File: config.mk
export PLATFORM = sky130hd
export DESIGN_NAME = module_disable_bank
export DESIGN_NICKNAME = d
export VERILOG_FILES = /design/src/inc/module_disable_pkg.sv /design/src/disable_apply.sv /design/src/module_disable_bank.sv
export SDC_FILE = /design/constraint.sdc
export NUM_CORES = 1
export LEC_CHECK = 0
export BUFFER_PORTS_ARGS = -buffer_cell sky130_fd_sc_hd__buf_2
export CAP_MARGIN = 15
export CORE_MARGIN = 4
export CORE_UTILIZATION = 27
export CTS_BUF_LIST = sky130_fd_sc_hd__clkbuf_8 sky130_fd_sc_hd__clkbuf_16
export CTS_CLUSTER_SIZE = 28
export DETAILED_ROUTE_END_ITERATION = 6
export PLACE_DENSITY = 0.75
export SLEW_MARGIN = 5
export SYNTH_ARGS = -nofsm -noshare
export SYNTH_HDL_FRONTEND = slang
export SYNTH_SLANG_ARGS = --single-unit
File: constraint.sdc
create_clock -name pclk -period 0.8 [get_ports pclk]
set_input_delay 0.04 -clock pclk [delete_from_list [all_inputs] [get_ports pclk]]
set_output_delay 0.04 -clock pclk [all_outputs]
set_load 0.03 [all_outputs]
File: src/inc/module_disable_pkg.sv
// package: register map, field layout and reset values of the disable bank
package module_disable_pkg;
   // register layout
   localparam int          REG_WIDTH          = 16;
   localparam logic [11:0] DISABLE_CTRL7_OFFS = 12'h000;
   localparam int          DMA_DIS_BIT        = 4;
   localparam int          TRIG_DIS_BIT       = 3;
   localparam logic [15:0] DISABLE_CTRL7_RST  = 16'h0000;
   localparam logic [15:0] DISABLE_CTRL7_MASK = 16'h0018;
   // apply delay: one instruction cycle, counted in pclk cycles
   localparam int          APPLY_DELAY_CYC    = 1;
   localparam int          DMA_CHANNELS       = 4;

   // module-disable outputs that travel together
   typedef struct packed
   {
      logic dma_dis;
      logic trig_dis;
   } disable_bus_t;
endpackage

File: src/disable_apply.sv
// delay stage that applies a new disable state one cycle after it is written
`timescale 1ns/100ps
module disable_apply
   import module_disable_pkg::*;
(
   // clock and reset
   input  wire logic         pclk,
   input  wire logic         presetn,
   // disable state in and applied out
   input  wire disable_bus_t state_in,
   output disable_bus_t      state_out
);
   disable_bus_t apply_reg;
   disable_bus_t apply_next;

   // follow the stored bits; reset leaves both modules enabled
   always_comb
   begin
      apply_next = state_in; // RULE_06
   end

   always_ff @(posedge pclk or negedge presetn)
   begin
      if (!presetn)
         apply_reg <= '0; // RULE_08
      else
         apply_reg <= apply_next;
   end

   assign state_out = apply_reg;
endmodule

File: src/module_disable_bank.sv
// apb slave holding disable control register 7 for dma and trigger generator
//
// Our own choices: the register offsets and register access over APB.
`timescale 1ns/100ps
// Function
// RULE_01: writing one to bit 4 holds the dma controller disabled.
// RULE_02: bit 4 cleared lets the dma controller run.
// RULE_03: one dma disable bit gates all four channels together.
// RULE_04: bit 3 disables the trigger generator when one.
// RULE_05: bits 15:5 and 2:0 read zero, writes ignored.
// RULE_06: new disable state is applied one cycle after the write.
// RULE_07: a module runs only if its bit is clear and it is present.
// RULE_08: reset clears both disable bits, modules start enabled.
module module_disable_bank
   import module_disable_pkg::*;
#(
   parameter int          CHANNELS    = DMA_CHANNELS,
   parameter bit          DMA_PRESENT = 1'b1,
   parameter bit          TRIG_PRESENT = 1'b1
)
(
   // apb clock and reset
   input  wire logic                pclk,
   input  wire logic                presetn,
   // apb slave
   input  wire logic                psel,
   input  wire logic                penable,
   input  wire logic                pwrite,
   input  wire logic [11:0]         paddr,
   input  wire logic [31:0]         pwdata,
   output logic      [31:0]         prdata,
   output logic                     pready,
   output logic                     pslverr,
   // module-disable outputs
   output logic      [CHANNELS-1:0] dma_channel_disable,
   output logic                     trigger_generator_disable
);
   logic [15:0]   ctrl_reg;
   logic [15:0]   ctrl_next;
   logic [31:0]   prdata_reg;
   logic [31:0]   prdata_next;
   logic          pslverr_reg;
   logic          pslverr_next;
   logic [CHANNELS-1:0] dma_out_reg;
   logic [CHANNELS-1:0] dma_out_next;
   logic          trig_out_reg;
   logic          trig_out_next;
   disable_bus_t  stored;
   disable_bus_t  applied;
   logic          setup;
   logic          hit;

   // word-aligned decode of the single register
   function automatic logic addr_hit(input logic [11:0] a);
      addr_hit = (a[11:2] == DISABLE_CTRL7_OFFS[11:2]);
   endfunction

   // zero-wait slave: setup cycle captures, access completes at once
   assign setup = psel & ~penable;
   assign hit   = addr_hit(paddr);

   // register write and read data; unimplemented bits masked off
   always_comb
   begin
      ctrl_next    = ctrl_reg;
      prdata_next  = prdata_reg;
      pslverr_next = 1'b0;
      if (setup)
      begin
         if (!hit)
         begin
            pslverr_next = 1'b1; // unmapped: error, reads zero
            prdata_next  = 32'h0000_0000;
         end
         else if (pwrite)
            ctrl_next = pwdata[15:0] & DISABLE_CTRL7_MASK; // RULE_05
         else
            prdata_next = {16'h0000, ctrl_reg & DISABLE_CTRL7_MASK}; // RULE_05
      end
   end

   always_ff @(posedge pclk or negedge presetn)
   begin
      if (!presetn)
      begin
         ctrl_reg    <= DISABLE_CTRL7_RST; // RULE_08
         prdata_reg  <= 32'h0000_0000;
         pslverr_reg <= 1'b0;
      end
      else
      begin
         ctrl_reg    <= ctrl_next;
         prdata_reg  <= prdata_next;
         pslverr_reg <= pslverr_next;
      end
   end

   // one driver for the whole struct rather than one per member
   assign stored = '{dma_dis:  ctrl_reg[DMA_DIS_BIT],
                     trig_dis: ctrl_reg[TRIG_DIS_BIT]};

   // one-cycle apply stage keeps modules from seeing half-written state
   disable_apply u_apply
   (
      .pclk      (pclk),
      .presetn   (presetn),
      .state_in  (stored),
      .state_out (applied)
   );

   // absent modules are held disabled regardless of the register
   always_comb
   begin
      dma_out_next  = {CHANNELS{applied.dma_dis | ~DMA_PRESENT}}; // RULE_01
      trig_out_next = applied.trig_dis | ~TRIG_PRESENT; // RULE_04
   end

   // one bit fans out to every channel, no per-channel control
   always_ff @(posedge pclk or negedge presetn)
   begin
      if (!presetn)
      begin
         dma_out_reg  <= '0; // RULE_08
         trig_out_reg <= 1'b0;
      end
      else
      begin
         dma_out_reg  <= dma_out_next; // RULE_03 RULE_02 RULE_07
         trig_out_reg <= trig_out_next;
      end
   end

   assign dma_channel_disable       = dma_out_reg;
   assign trigger_generator_disable = trig_out_reg;
   assign prdata  = prdata_reg;
   assign pslverr = pslverr_reg;
   // ready is registered: high only in the access cycle after each setup
   always_ff @(posedge pclk or negedge presetn)
   begin
      if (!presetn)
         pready <= 1'b0;
      else
         pready <= setup;
   end
endmodule

==> qor.yml <==
status: "finished, violations left"
violations: "negative setup slack"
fin_setup_tns_ns: -0.161
critical-path-top-delay-family: "flip-flops"
leakage_nw: 0.507
power.internal_w: 0.00103
fin_nets: 149
nFillCells: 221
die-height_um: 57.4
drt-pass1-iter-count: 3
synth-edff-count: 0
cts_made_buffers: 3
cp-end-kind: "primary output"
synth_ff_type: "dfrtp_1"
clockRootBuffer: "clkbuf_8"
antenna_found_initial: 0
setup_violations: 6
yosys.area.top_type: "dfrtp_1"
grt_max_degree: 11
rsz0062_at_grt: "true"
dp_hpwl_um: 1120
cts_tree: "yes"
cts.sinks: 10
vias_per_cell: 3.61
r2r_start: "ctrl_reg[3]$_DFFE_PN0P_"
seq_power_share: 0.345
final_area_sq_um: 891
track_usage: 0.0792
clk_path_buf_depth: 2
cap_violations: 0
synth.cell_area_sq_um: 658
hold_path_startpoint: "pwdata[3]"
period_minus_slack_ns: 0.839
place_congestion: 0.747
ios: 88
p_total_w: 0.00150
synth.top_cells.by_count: "buf_4 (33), dfrtp_1 (10), inv_1 (5)"
drive_gt1_frac: 0.455
min_to: "ctrl_reg[3]$_DFFE_PN0P_"
power_frac_clock: 0.426
synth_area_leaders: "dfrtp_1 (38%), buf_4 (38%), nor4_4 (6.5%)"
ys_seq_elements: 10
synth.lib_cells_used.distinct: 15
htreeDepth: 1
multi_input_area_sq_um: 265
worstPathArrival_ns: 0.80
synth_cells: 63
crit_path_cell_trace: "buf_2"
startpoint_type: "register"
placed_cells: 120
drc: 0
reg2reg_to: "ctrl_reg[3]$_DFFE_PN0P_"
clk_latency_ns: 0.24
initialDrtViolationCount: 3
first_global_vias: 410
path_buf_inv: 1
cpMaxStageDelayCell: "dfrtp_1"
die_w_um: 57.4
fin_skew_ns: 0.00609
hold_class: "primary input to register"
post_dp_cell_area_sq_um: 739
async_flop_share: 1.00
routed_wl_um: 1330
max_freq_mhz: 1190
synthMostInstantiatedCell: "buf_4"
yosys_warnings: 0
p_sw_w: 0.000464
slew_viol_final: 0
diodes: 0
port_buffers: 25
fin_crit_sh: 1.05
power_frac_comb: 0.230
gr-total-overflow: 0
ff_latch_area_sq_um: 250
die-area_sq_mm: 0.00329
start_util: 0.289
instances_no_fill: 127
swShare: 0.310
cp_data_required_time_ns: 0.76
power.density_mw_per_mm2: 1680
rows: 17
critPathKind: "register to primary output"
avgSynthCellArea_sq_um: 10.4
grt_pass1_wl_um: 1890
area_growth_pct: 35.4
drtAntennaViolNets: 0
vias: 459
slowest_delay_ns: 0.38
clk_pin_slew_ns: 0.05
path_max_fanout: 4
r2r_slack_ns: 0.02
hold_violations: 0
fin_ws_ns: -0.0386
wl_per_cell_um: 10.5
yosys.area.top_type_share: 0.380
rr_worst_depth: 1
core_area_sq_mm: 0.00228
yosysSeqAreaShare: 0.380
cp.depth: 1
hold_path_depth: 2
ir_worst_vdd_v: 0.000751
power groups by stage:
stage,clock network [W],registers (W),logic (W)
3_5_place_dp,0,0.000523,0.000314
5_1_grt,0.000680,0.000516,0.000363
4_1_cts,0.000649,0.000516,0.000328
2_1_floorplan,0,0.000535,0.000321
3_3_place_gp,0,0.000523,0.000309
6_report,0.000637,0.000516,0.000344
how the worst max path moves through the flow:
stage | from | slack [ns] | end
finish | dma_channel_disable[0]$_DFF_PN0_ | -0.04 | dma_channel_disable[2]
global route | dma_channel_disable[0]$_DFF_PN0_ | -0.07 | dma_channel_disable[3]
CTS | dma_channel_disable[0]$_DFF_PN0_ | -0.05 | dma_channel_disable[2]
detailed placement | paddr[2] | -0.28 | ctrl_reg[4]$_DFFE_PN0P_
global placement | paddr[2] | -0.23 | ctrl_reg[3]$_DFFE_PN0P_
floorplan | paddr[2] | -0.15 | ctrl_reg[3]$_DFFE_PN0P_
metal layers:
layer / GRT usage / routed length (um)
met3: 0.0430 / 156
met5: 0 / 0
met2: 0.124 / 734
met4: 0.0497 / 24
met1: 0.0821 / 415
cell type report:
type                       instances  area share
clock buffer                       4      0.0618
multi-input combinational         44       0.298
inverter                           5      0.0211
tap                               28      0.0393
timing repair buffer              36       0.299
sequential                        10       0.281
repair_timing:
| item | 4_1_cts | 5_1_grt |
|---|---|---|
| buffers inserted | 1 | 1 |
| pin swaps | 3 | 5 |
| setup endpoints to repair | 10 | 13 |
| resized for setup | 11 | 7 |
| hold buffers | 1 | 0 |
| hold endpoints to repair | 10 | 0 |
cell families (layout without fill, tap and decap cells):
family | Yosys count | in the layout | synth area share
AOI/OAI and AO/OA | 4 | 4 | 0.0418
and+or+nand+nor | 8 | 8 | 0.133
DFF | 10 | 10 | 0.380
other | 1 | 30 | 0.00570
buffers and inverters | 38 | 45 | 0.405
muxes | 2 | 2 | 0.0342
per-stage QoR:
stage           util  hold slack, ns  setup slack (ns)
3_3_place_gp   0.325          -0.102            -0.233
3_5_place_dp   0.325         -0.0901            -0.278
4_1_cts        0.375          0.0369           -0.0509
2_1_floorplan      -          -0.256            -0.154
5_1_grt        0.391          0.0363           -0.0720
6_report       0.391          0.0367           -0.0386
cell usage in the layout, fill, tap and decap left out, types with 2 or more instances in the layout:
cell type  instances
buf_2             16
buf_4             10
buf_6              9
clkbuf_8           4
conb_1            30
dfrtp_1           10
inv_1              5
mux2_4             2
nor4_4             2
o22ai_1            2
(Power assumes the default switching activity.)
